## config.mk

```make
export PLATFORM = sky130hd
export DESIGN_NAME = cxe_seq
export DESIGN_NICKNAME = d
export VERILOG_FILES = /design/src/verilog/cxe_pkg.sv /design/src/verilog/cxe_resp_sample.sv /design/src/verilog/cxe_addr_gen.sv /design/src/verilog/cxe_seq.sv
export SDC_FILE = /design/constraint.sdc
export NUM_CORES = 1
export LEC_CHECK = 0
export BUFFER_PORTS_ARGS = -buffer_cell sky130_fd_sc_hd__buf_4
export CELL_PAD_IN_SITES_DETAIL_PLACEMENT = 2
export CELL_PAD_IN_SITES_GLOBAL_PLACEMENT = 2
export CORE_ASPECT_RATIO = 0.6
export CORE_MARGIN = 2
export CORE_UTILIZATION = 29
export DETAILED_ROUTE_END_ITERATION = 16
export PLACE_DENSITY_LB_ADDON = 0.08
export SLEW_MARGIN = 10
export SYNTH_ARGS = -nofsm -noshare
export SYNTH_HDL_FRONTEND = slang
export SYNTH_SLANG_ARGS = --single-unit
export TNS_END_PERCENT = 50
```

## constraint.sdc

```tcl
create_clock -name ref_clk -period 4.47 [get_ports ref_clk]
set_input_delay 0.2235 -clock ref_clk [delete_from_list [all_inputs] [get_ports ref_clk]]
set_output_delay 0.2235 -clock ref_clk [all_outputs]
set_load 0.02 [all_outputs]
```

## src/verilog/cxe_pkg.sv

```systemverilog
// Purpose: Shared constants for the coprocessor handshake and exception entry sequencer
// Assumes: Single 200 MHz clock, synchronous active-high reset
// Notes: Cycle type codes match the next-cycle type output encoding
package cxe_pkg;
   // ------------------------------------------------------------
   // Cycle type encoding
   // ------------------------------------------------------------
   localparam logic [1:0] CXE_CYC_IDLE = 2'h0;
   localparam logic [1:0] CXE_CYC_COPROC = 2'h1;
   localparam logic [1:0] CXE_CYC_NONSEQ = 2'h2;
   localparam logic [1:0] CXE_CYC_SEQ = 2'h3;
   // ------------------------------------------------------------
   // Operation codes
   // ------------------------------------------------------------
   localparam logic [2:0] CXE_OP_DATA = 3'h0;
   localparam logic [2:0] CXE_OP_LOAD = 3'h1;
   localparam logic [2:0] CXE_OP_STORE = 3'h2;
   localparam logic [2:0] CXE_OP_TOCORE = 3'h3;
   localparam logic [2:0] CXE_OP_TOCP = 3'h4;
   localparam logic [2:0] CXE_OP_SWAP = 3'h5;
   localparam logic [2:0] CXE_OP_TRAP = 3'h6;
   localparam logic [2:0] CXE_OP_UNDEF = 3'h7;
   // ------------------------------------------------------------
   // Widths, offsets, reset values
   // ------------------------------------------------------------
   localparam int CXE_DW = 32;
   localparam logic [31:0] CXE_WORD_STEP = 32'h0000_0004;
   localparam logic [31:0] CXE_ADDR_RST = 32'h0000_0000;
   localparam logic [31:0] CXE_VEC_UNDEF = 32'h0000_0004;
   localparam logic [4:0] CXE_MODE_UNDEF = 5'h1b;
   localparam logic [4:0] CXE_MODE_SVC = 5'h13;
   localparam logic [4:0] CXE_MODE_USR = 5'h10;
   localparam logic [31:0] CXE_STATUS_RST = 32'h0000_00d3;
   localparam int CXE_TBIT_POS = 5;
   localparam int CXE_MODE_LSB = 0;
   // ------------------------------------------------------------
   // States, one-hot
   // ------------------------------------------------------------
   typedef enum logic [10:0] {
      CXE_IDLE = 11'h001,
      CXE_HAND = 11'h002,
      CXE_XFER = 11'h004,
      CXE_MOVE2 = 11'h008,
      CXE_MOVE3 = 11'h010,
      CXE_SWRD = 11'h020,
      CXE_SWWR = 11'h040,
      CXE_SWEND = 11'h080,
      CXE_EXC1 = 11'h100,
      CXE_EXC2 = 11'h200,
      CXE_UND2 = 11'h400
   } cxe_state_e;
endpackage : cxe_pkg

```

## src/verilog/cxe_resp_sample.sv

```systemverilog
// Purpose: Registered capture of the coprocessor absent and busy responses
// Assumes: Responses are synchronous to ref_clk
// Notes: Reset value is high, the no-coprocessor answer
`timescale 1ns/1ps
module cxe_resp_sample
   import cxe_pkg::*;
(
   input wire logic ref_clk, // Core clock
   input wire logic rst, // Synchronous reset
   input wire logic resp_in, // Response from coprocessor
   output logic resp_reg // Registered response
);
   always_ff @(posedge ref_clk) begin
      if (rst) begin
         resp_reg <= 1'b1;
      end else begin
         resp_reg <= resp_in;
      end
   end
endmodule : cxe_resp_sample

```

## src/verilog/cxe_addr_gen.sv

```systemverilog
// Purpose: Word address counter for burst and vector fetches
// Assumes: Word transfers only
// Notes: Load has priority over step
`timescale 1ns/1ps
module cxe_addr_gen
   import cxe_pkg::*;
(
   input wire logic ref_clk, // Core clock
   input wire logic rst, // Synchronous reset
   input wire logic load, // Load a new base
   input wire logic [31:0] load_val, // Base to load
   input wire logic step, // Advance one word
   output logic [31:0] addr_reg // Current address
);
   logic [31:0] addr_next;
   assign addr_next = load ? load_val : (step ? addr_reg + CXE_WORD_STEP : addr_reg);
   always_ff @(posedge ref_clk) begin
      if (rst) begin
         addr_reg <= CXE_ADDR_RST;
      end else begin
         addr_reg <= addr_next;
      end
   end
endmodule : cxe_addr_gen

```

## src/verilog/cxe_seq.sv

```systemverilog
// Purpose: Coprocessor handshake, locked swap tail and exception entry sequencer
// Assumes: Responses and interrupt synchronous to ref_clk; one op request at a time
// Notes: Outputs describe the next bus cycle, as the core's address-class outputs do
`timescale 1ns/1ps
module cxe_seq
   import cxe_pkg::*;
(
   input wire logic ref_clk, // Core clock
   input wire logic rst, // Synchronous reset
   input wire logic op_valid, // Start operation pulse
   input wire logic [2:0] op_code, // Operation kind
   input wire logic compressed_state, // Core in 16-bit state
   input wire logic [31:0] pc_base, // Instruction address base
   input wire logic [31:0] data_addr, // Transfer or swap address
   input wire logic [31:0] src_data, // Core register for moves and swap
   input wire logic [31:0] vector_addr, // Trap vector address
   input wire logic [4:0] exc_mode, // Target exception mode
   input wire logic [1:0] ret_kind, // 0 trap, 1 prefetch abort, 2 data abort
   input wire logic [31:0] status_word, // Current status word
   input wire logic irq_pending, // Interrupt pending
   input wire logic coprocessor_absent, // Absent response
   input wire logic coprocessor_busy, // Busy response
   input wire logic [31:0] read_data, // Memory or coprocessor read data
   output logic [1:0] next_cycle_type, // Next cycle type
   output logic [31:0] bus_addr, // Bus address
   output logic bus_write, // Write indicator
   output logic bus_lock, // Locked access
   output logic priv_access, // Privileged access
   output logic coproc_issue_n, // Coprocessor instruction qualifier
   output logic [31:0] wdata_reg, // Write data
   output logic [31:0] link_register, // Saved return address
   output logic [31:0] saved_status_word, // Saved status word
   output logic [4:0] mode_reg, // Processor mode
   output logic tbit_reg, // Instruction set flag
   output logic [31:0] dest_reg, // Destination register value
   output logic dest_we, // Destination write pulse
   output logic base_wb, // Base write-back pulse
   output logic abandoned, // Busy-wait abandoned pulse
   output logic busy_seq // Sequence running
);
   // ------------------------------------------------------------
   // Response sampling and address counter
   // ------------------------------------------------------------
   logic cpa_s, cpb_s;
   cxe_resp_sample u_absent (
      .ref_clk(ref_clk),
      .rst(rst),
      .resp_in(coprocessor_absent),
      .resp_reg(cpa_s)
   );
   cxe_resp_sample u_busy (
      .ref_clk(ref_clk),
      .rst(rst),
      .resp_in(coprocessor_busy),
      .resp_reg(cpb_s)
   );
   cxe_state_e state_reg, state_next;
   logic [2:0] op_reg;
   logic addr_load, addr_step;
   logic [31:0] addr_load_val, addr_cur;
   cxe_addr_gen u_addr (
      .ref_clk(ref_clk),
      .rst(rst),
      .load(addr_load),
      .load_val(addr_load_val),
      .step(addr_step),
      .addr_reg(addr_cur)
   );
   // ------------------------------------------------------------
   // Decode
   // ------------------------------------------------------------
   wire is_cp_op = (op_code <= CXE_OP_TOCP);
   wire bad_state = compressed_state && (is_cp_op || op_code == CXE_OP_SWAP);
   wire start_undef = op_valid && (bad_state || op_code == CXE_OP_UNDEF);
   wire start_cp = op_valid && !bad_state && is_cp_op;
   wire start_swap = op_valid && !bad_state && op_code == CXE_OP_SWAP;
   wire start_trap = op_valid && op_code == CXE_OP_TRAP;
   wire in_hand = (state_reg == CXE_HAND);
   wire cp_refuse = in_hand && cpa_s && cpb_s;
   wire cp_wait = in_hand && !cpa_s && cpb_s;
   wire cp_commit = in_hand && !cpa_s && !cpb_s;
   wire cp_abandon = cp_wait && irq_pending;
   wire is_mem_op = (op_reg == CXE_OP_LOAD) || (op_reg == CXE_OP_STORE);
   wire last_xfer = (state_reg == CXE_XFER) && cpa_s && cpb_s;
   wire [31:0] ret_base = (ret_kind == 2'h2) ? pc_base + CXE_WORD_STEP : pc_base;
   logic exc_start;
   assign exc_start = start_trap || cp_refuse || (state_reg == CXE_UND2);
   // ------------------------------------------------------------
   // Next state
   // ------------------------------------------------------------
   always_comb begin
      state_next = state_reg;
      case (state_reg)
         CXE_IDLE: begin
            if (start_undef) begin
               state_next = CXE_UND2;
            end else if (start_cp) begin
               state_next = CXE_HAND;
            end else if (start_swap) begin
               state_next = CXE_SWRD;
            end else if (start_trap) begin
               state_next = CXE_EXC1;
            end
         end
         CXE_HAND: begin
            if (cp_refuse) begin
               state_next = CXE_UND2;
            end else if (cp_abandon) begin
               state_next = CXE_IDLE;
            end else if (cp_commit) begin
               if (is_mem_op) begin
                  state_next = CXE_XFER;
               end else if (op_reg == CXE_OP_DATA) begin
                  state_next = CXE_IDLE;
               end else begin
                  state_next = CXE_MOVE2;
               end
            end
         end
         CXE_XFER: begin
            if (last_xfer) begin
               state_next = CXE_IDLE;
            end
         end
         CXE_MOVE2: begin
            state_next = (op_reg == CXE_OP_TOCORE) ? CXE_MOVE3 : CXE_IDLE;
         end
         CXE_MOVE3: state_next = CXE_IDLE;
         CXE_SWRD: state_next = CXE_SWWR;
         CXE_SWWR: state_next = CXE_SWEND;
         CXE_SWEND: state_next = CXE_IDLE;
         CXE_UND2: state_next = CXE_EXC1;
         CXE_EXC1: state_next = CXE_EXC2;
         CXE_EXC2: state_next = CXE_IDLE;
         default: state_next = CXE_IDLE;
      endcase
   end
   // ------------------------------------------------------------
   // Address counter control
   // ------------------------------------------------------------
   assign addr_load = (start_swap && state_reg == CXE_IDLE) || (cp_commit && is_mem_op) ||
      (state_reg == CXE_UND2) || (start_trap && state_reg == CXE_IDLE);
   assign addr_load_val = (state_reg == CXE_UND2 || start_trap) ? vector_addr : data_addr;
   assign addr_step = (state_reg == CXE_XFER) || (state_reg == CXE_EXC1);
   // ------------------------------------------------------------
   // Next-cycle outputs, combinational from state, decoded requests and sampled responses
   // ------------------------------------------------------------
   always_comb begin
      next_cycle_type = CXE_CYC_IDLE;
      bus_addr = pc_base;
      bus_write = 1'b0;
      bus_lock = 1'b0;
      priv_access = (mode_reg != CXE_MODE_USR);
      coproc_issue_n = 1'b1;
      case (state_reg)
         CXE_IDLE: begin
            if (start_cp) begin
               coproc_issue_n = 1'b0;
               next_cycle_type = CXE_CYC_IDLE;
            end else if (start_undef) begin
               // Never offered to a coprocessor in compressed state
               coproc_issue_n = compressed_state;
            end
         end
         CXE_HAND: begin
            coproc_issue_n = 1'b0;
            if (cp_commit) begin
               if (is_mem_op) begin
                  next_cycle_type = CXE_CYC_NONSEQ;
               end else if (op_reg == CXE_OP_DATA) begin
                  next_cycle_type = CXE_CYC_NONSEQ;
               end else begin
                  next_cycle_type = CXE_CYC_COPROC;
               end
            end
         end
         CXE_XFER: begin
            coproc_issue_n = 1'b1;
            bus_addr = addr_cur;
            bus_write = (op_reg == CXE_OP_STORE);
            next_cycle_type = last_xfer ? CXE_CYC_NONSEQ : CXE_CYC_SEQ;
         end
         CXE_MOVE2: begin
            bus_write = (op_reg == CXE_OP_TOCP);
            next_cycle_type = (op_reg == CXE_OP_TOCORE) ? CXE_CYC_IDLE : CXE_CYC_NONSEQ;
         end
         CXE_MOVE3: next_cycle_type = CXE_CYC_SEQ;
         CXE_SWRD: begin
            bus_addr = addr_cur;
            bus_lock = 1'b1;
            next_cycle_type = CXE_CYC_NONSEQ;
         end
         CXE_SWWR: begin
            bus_addr = addr_cur;
            bus_write = 1'b1;
            bus_lock = 1'b1;
            next_cycle_type = CXE_CYC_IDLE;
         end
         CXE_SWEND: next_cycle_type = CXE_CYC_SEQ;
         CXE_UND2: next_cycle_type = CXE_CYC_NONSEQ;
         CXE_EXC1: begin
            bus_addr = addr_cur;
            priv_access = 1'b1;
            next_cycle_type = CXE_CYC_SEQ;
         end
         CXE_EXC2: begin
            bus_addr = addr_cur;
            priv_access = 1'b1;
            next_cycle_type = CXE_CYC_SEQ;
         end
         default: next_cycle_type = CXE_CYC_IDLE;
      endcase
   end
   // ------------------------------------------------------------
   // Sequencer registers
   // ------------------------------------------------------------
   always_ff @(posedge ref_clk) begin
      if (rst) begin
         state_reg <= CXE_IDLE;
         op_reg <= CXE_OP_DATA;
      end else begin
         state_reg <= state_next;
         if (op_valid && state_reg == CXE_IDLE) begin
            op_reg <= op_code;
         end
      end
   end
   // ------------------------------------------------------------
   // Exception entry: link, status, mode, flag
   // ------------------------------------------------------------
   always_ff @(posedge ref_clk) begin
      if (rst) begin
         link_register <= CXE_ADDR_RST;
         saved_status_word <= CXE_STATUS_RST;
         mode_reg <= CXE_MODE_SVC;
         tbit_reg <= 1'b0;
      end else if (exc_start && state_reg != CXE_EXC1) begin
         link_register <= ret_base;
         saved_status_word <= status_word;
         mode_reg <= (state_reg == CXE_UND2 || cp_refuse) ? CXE_MODE_UNDEF : exc_mode;
         tbit_reg <= 1'b0;
      end else if (state_reg == CXE_IDLE && op_valid) begin
         tbit_reg <= compressed_state;
      end
   end
   // ------------------------------------------------------------
   // Data path and pulses
   // ------------------------------------------------------------
   always_ff @(posedge ref_clk) begin
      if (rst) begin
         wdata_reg <= CXE_ADDR_RST;
         dest_reg <= CXE_ADDR_RST;
         dest_we <= 1'b0;
         base_wb <= 1'b0;
         abandoned <= 1'b0;
      end else begin
         dest_we <= 1'b0;
         base_wb <= 1'b0;
         abandoned <= cp_abandon;
         if (state_reg == CXE_IDLE && op_valid) begin
            wdata_reg <= src_data;
         end
         if (state_reg == CXE_XFER && op_reg == CXE_OP_STORE) begin
            wdata_reg <= read_data;
         end
         if (cp_commit && is_mem_op) begin
            base_wb <= 1'b1;
         end
         if (state_reg == CXE_MOVE2 && op_reg == CXE_OP_TOCORE) begin
            dest_reg <= read_data;
            dest_we <= 1'b1;
         end
         if (state_reg == CXE_SWRD) begin
            dest_reg <= read_data;
         end
         if (state_reg == CXE_SWEND) begin
            dest_we <= 1'b1;
         end
      end
   end
   assign busy_seq = (state_reg != CXE_IDLE);
   // ------------------------------------------------------------
   // Checks
   // ------------------------------------------------------------
   a_swap_lock_held: assert property (@(posedge ref_clk) disable iff (rst)
      (state_reg == CXE_SWRD) |-> bus_lock ##1 bus_lock ##1 !bus_lock)
      else $error("lock not held over swap");
   a_swap_compressed: assert property (@(posedge ref_clk) disable iff (rst)
      (op_valid && state_reg == CXE_IDLE && compressed_state && op_code == CXE_OP_SWAP) |=> state_reg == CXE_UND2)
      else $error("swap accepted in compressed state");
   a_entry_link: assert property (@(posedge ref_clk) disable iff (rst)
      (state_reg == CXE_UND2) |=> link_register == $past(ret_base) && state_reg == CXE_EXC1)
      else $error("link register not saved");
   a_vector_fetch: assert property (@(posedge ref_clk) disable iff (rst)
      (state_reg == CXE_EXC1) |-> priv_access && !tbit_reg ##1 bus_addr == $past(bus_addr) + CXE_WORD_STEP)
      else $error("vector fetch sequence wrong");
   a_wait_reissue: assert property (@(posedge ref_clk) disable iff (rst)
      cp_wait && !irq_pending |-> !coproc_issue_n ##1 in_hand)
      else $error("wait did not re-present");
   a_abandon_irq: assert property (@(posedge ref_clk) disable iff (rst)
      cp_abandon |=> state_reg == CXE_IDLE && abandoned)
      else $error("abandon not taken");
   a_xfer_write: assert property (@(posedge ref_clk) disable iff (rst)
      (state_reg == CXE_XFER) |-> bus_write == (op_reg == CXE_OP_STORE) && coproc_issue_n)
      else $error("transfer write level wrong");
   a_last_nonseq: assert property (@(posedge ref_clk) disable iff (rst)
      last_xfer |-> next_cycle_type == CXE_CYC_NONSEQ ##1 state_reg == CXE_IDLE)
      else $error("last transfer not ended");
   a_refuse_undef: assert property (@(posedge ref_clk) disable iff (rst)
      cp_refuse |=> state_reg == CXE_UND2 ##1 state_reg == CXE_EXC1)
      else $error("refusal did not trap");
   a_move_dest: assert property (@(posedge ref_clk) disable iff (rst)
      (state_reg == CXE_MOVE2 && op_reg == CXE_OP_TOCORE) |=> dest_we && state_reg == CXE_MOVE3)
      else $error("move data not written");
   a_cmp_no_issue: assert property (@(posedge ref_clk) disable iff (rst)
      (state_reg == CXE_IDLE && op_valid && compressed_state) |-> coproc_issue_n)
      else $error("coprocessor issued in compressed state");
endmodule : cxe_seq

```

==> flow_metrics.env <==
export IMPL_critical_path_slowest_cell="or4b_1"
export IMPL_fin_crit_ns=3.59
export IMPL_rr_worst_depth=5
export IMPL_crit_path_max_incr_delay_ns=0.59
export IMPL_ios=385
export IMPL_startpoint_type="register"
export IMPL_start_util_pct=29.6
export IMPL_finalSetupViolCount=0
export IMPL_p_int_mw=3.10
export IMPL_cts_tree="done"
export IMPL_die_h_um=143
export IMPL_routed_wl_mm=44.3
export IMPL_cp_data_arrival_time_ns=3.37
export IMPL_cts_resized=0
export IMPL_cpMostUsedCell="buf_4"
export IMPL_rows=50
export IMPL_path_max_fanout=29
export IMPL_rr_endpoint="u_addr.addr_reg[0]"
export IMPL_synthTopCellsByArea="dfxtp_1, nand2_1, a211oi_1"
export IMPL_ant_nets=0
export IMPL_gp_congestion=0.889
export IMPL_cts_root_buf="clkbuf_16"
export IMPL_critPathCaptureType="output pin"
export IMPL_syn_area_um2=9290
export IMPL_core_um2=31300
export IMPL_grt_pass1_vias=10329
export IMPL_area_growth_pct=42.3
export IMPL_reg2reg_from="op_reg[0]"
export IMPL_yosysTopAreaCellShare_pct=39.9
export IMPL_leakage_nw=5.14
export IMPL_detailed_place_hpwl_mm=34.1
export IMPL_yosys_warnings=0
export IMPL_cts_max_path_buffers=2
export IMPL_path_class="reg2out"
export IMPL_powerDensity_nw_per_um2=345
export IMPL_htreeDepth=4
export IMPL_maxCapViolations=0
export IMPL_synth_most_common_cell="dfxtp_1"
export IMPL_nets=1647
export IMPL_dr_total_vias=9952
export IMPL_die_x_um=235
export IMPL_drc=0
export IMPL_grt_start_max_net_pins=100
export IMPL_timing_final_ws_setup_ns=0.881
export IMPL_drt_first_iter_violations=594
export IMPL_fin_hold_ws_ns=0.0169
export IMPL_syn_inst=1090
export IMPL_grt_pass1_wl_mm=65.5
export IMPL_post_dp_cell_area_um2=12400
export IMPL_slew_limit_headroom_pct=24.0
export IMPL_synth_area_leader_cell="dfxtp_1"
export IMPL_antenna_found_initial=8
export IMPL_min_from="status_word[30]"
export IMPL_synth_ff_type="dfxtp_1"
export IMPL_timing_fmax_mhz=279
export IMPL_skew_ns=0.0202
export IMPL_min_path_type="in2reg"
export IMPL_synth_nets=1301
export IMPL_crit_required_ns=4.25
export IMPL_holdPathEnd="saved_status_word[30]"
export IMPL_power_mw=4.56
export IMPL_path_cells="nor4_4, nand2_1, or4b_1, o21ai_4, buf_4, mux2_2, buf_4"
export IMPL_finalCritPeriodShare_pct=80.3
export IMPL_p_comb_share_pct=23.3
export IMPL_hold_violations=0
export IMPL_p_seq_share_pct=41.1
export IMPL_ys_types=61
export IMPL_avgViaCountPerCell=5.33
export IMPL_cp_top_family="simple AND/OR/NAND/NOR gates"
export IMPL_cts_made_buffers=17
export IMPL_whs_path_depth=3
export IMPL_wire_per_inst_um=23.8
export IMPL_swShare_pct=32.0
export IMPL_synth_edf_count=0
export IMPL_path_buf_inv=2
export IMPL_io_buffers=384
export IMPL_async_flop_share_pct=0
export IMPL_fin_area_um2=13200
export IMPL_dp_slack_ns=1.38
export IMPL_clk_latency_ns=0.46
export IMPL_vdd_drop_max_uv=292
export IMPL_slew_viol_final=0
export IMPL_yosysSeqAreaShare_pct=39.9
export IMPL_yosys_top_cells_count="dfxtp_1, nand2_1, nor2_1"
export IMPL_avgSynthCellArea_um2=8.52
export IMPL_ys_ff_latch=185
export IMPL_clk_pin_slew_worst_paths_ns=0.07
export IMPL_p_clk_share_pct=35.6
export IMPL_die_area_um2=33500
export IMPL_grt_usage_pct=25.9
export IMPL_rsz0062_at_grt="false"
export IMPL_overflow=0
export IMPL_drive_gt1_share_pct=33.6
export IMPL_first_pass_iters=4
export IMPL_setup_tns_ns=0
export IMPL_crit_start="state_reg[8]"
export IMPL_p_sw_mw=1.46
export IMPL_tightest_slew_ns=1.13
export IMPL_cts_sinks=185
export IMPL_status="finished clean"
export IMPL_rrSetupSlack_ns=1.60
-- metal layers --
metal	vias up	part of all wire, %	global-route usage [%]
met5	-	0.17	0
met4	6	2.6	9.29
met3	61	5.3	6.36
met2	230	45	39.3
met1	5027	47	35.5
li1	4628	-	-
-- stage by stage --
step / std cells / util (%)
after detailed placement: 1816 / 39.7
final: 1867 / 42.2
after global placement: 1816 / 39.7
after CTS: 1864 / 42.2
after global routing: 1867 / 42.2
after floorplan: 1090 / -
-- layout by cell type (no fill, tap or decap), types with 7 or more instances in the layout --
| cell type | instances |
|---|---|
| buf_4 | 397 |
| dfxtp_1 | 185 |
| nand2_1 | 135 |
| nor2_1 | 94 |
| a21oi_1 | 84 |
| a211oi_1 | 67 |
| xnor2_1 | 52 |
| mux2i_1 | 41 |
| nand3_1 | 35 |
| a22oi_1 | 32 |
| and3_1 | 30 |
| mux2_2 | 28 |
| nor4_1 | 25 |
| o21ai_0 | 23 |
| nand4_1 | 18 |
| nor3_1 | 18 |
| clkbuf_16 | 17 |
| dlygate4sd3_1 | 17 |
| inv_1 | 13 |
| xor2_1 | 12 |
| and4_1 | 9 |
| or4_1 | 8 |
| or2_2 | 8 |
| nor2b_1 | 7 |
-- power by group through the flow --
| stage | Sequential [mW] | Combinational (mW) | Clock, mW |
|---|---|---|---|
| floorplan | 1.93 | 0.494 | 0 |
| global route | 1.89 | 1.15 | 1.74 |
| detailed placement | 1.90 | 1.05 | 0 |
| finish | 1.87 | 1.06 | 1.62 |
| global placement | 1.90 | 1.03 | 0 |
| CTS | 1.87 | 1.07 | 1.66 |
-- area by class of cell --
cell class / count / area, um2
multi-input combinational: 804 / 5170
clock buffer: 18 / 429
antenna: 3 / 7.51
tap: 416 / 520
fill: 3523 / 18100
clock inverter: 13 / 169
timing repair buffer: 415 / 3170
sequential: 185 / 3700
inverter: 13 / 48.8
-- timing repair --
item | in CTS | in global routing
setup endpoints to repair | 0 | 0
hold buffers | 17 | 0
buffers inserted | 0 | 0
hold endpoints to repair | 17 | 0
-- worst max-delay path by stage --
stage | to | slack, ns | cells past startpoint
final | bus_addr[20] | 0.88 | 7
after global routing | bus_addr[11] | 0.66 | 7
after CTS | bus_addr[30] | 0.89 | 7
after detailed placement | bus_addr[30] | 1.38 | 7
after global placement | bus_addr[27] | 1.50 | 7
after floorplan | bus_addr[24] | 1.97 | 7
-- kinds of logic after synthesis --
logic type                 after synthesis  synth area share (%)
AOI/OAI and AO/OA                      239                  16.9
buffers and inverters                  101                  5.12
muxes                                   73                  8.30
adders and majority gates                2                 0.269
DFF                                    185                  39.9
and+or+nand+nor                        426                  23.5
xor gates and xnor gates                64                  6.03
-- worst register-to-register path, cell delays in order, from the launching register on --
cell,delay [ns]
dfxtp_1,0.61
xnor2_1,0.19
nor4_1,0.88
a221o_1,0.71
nor2_1,0.11
a311oi_1,0.28
Note: power is estimated with default switching activity, not from simulation.
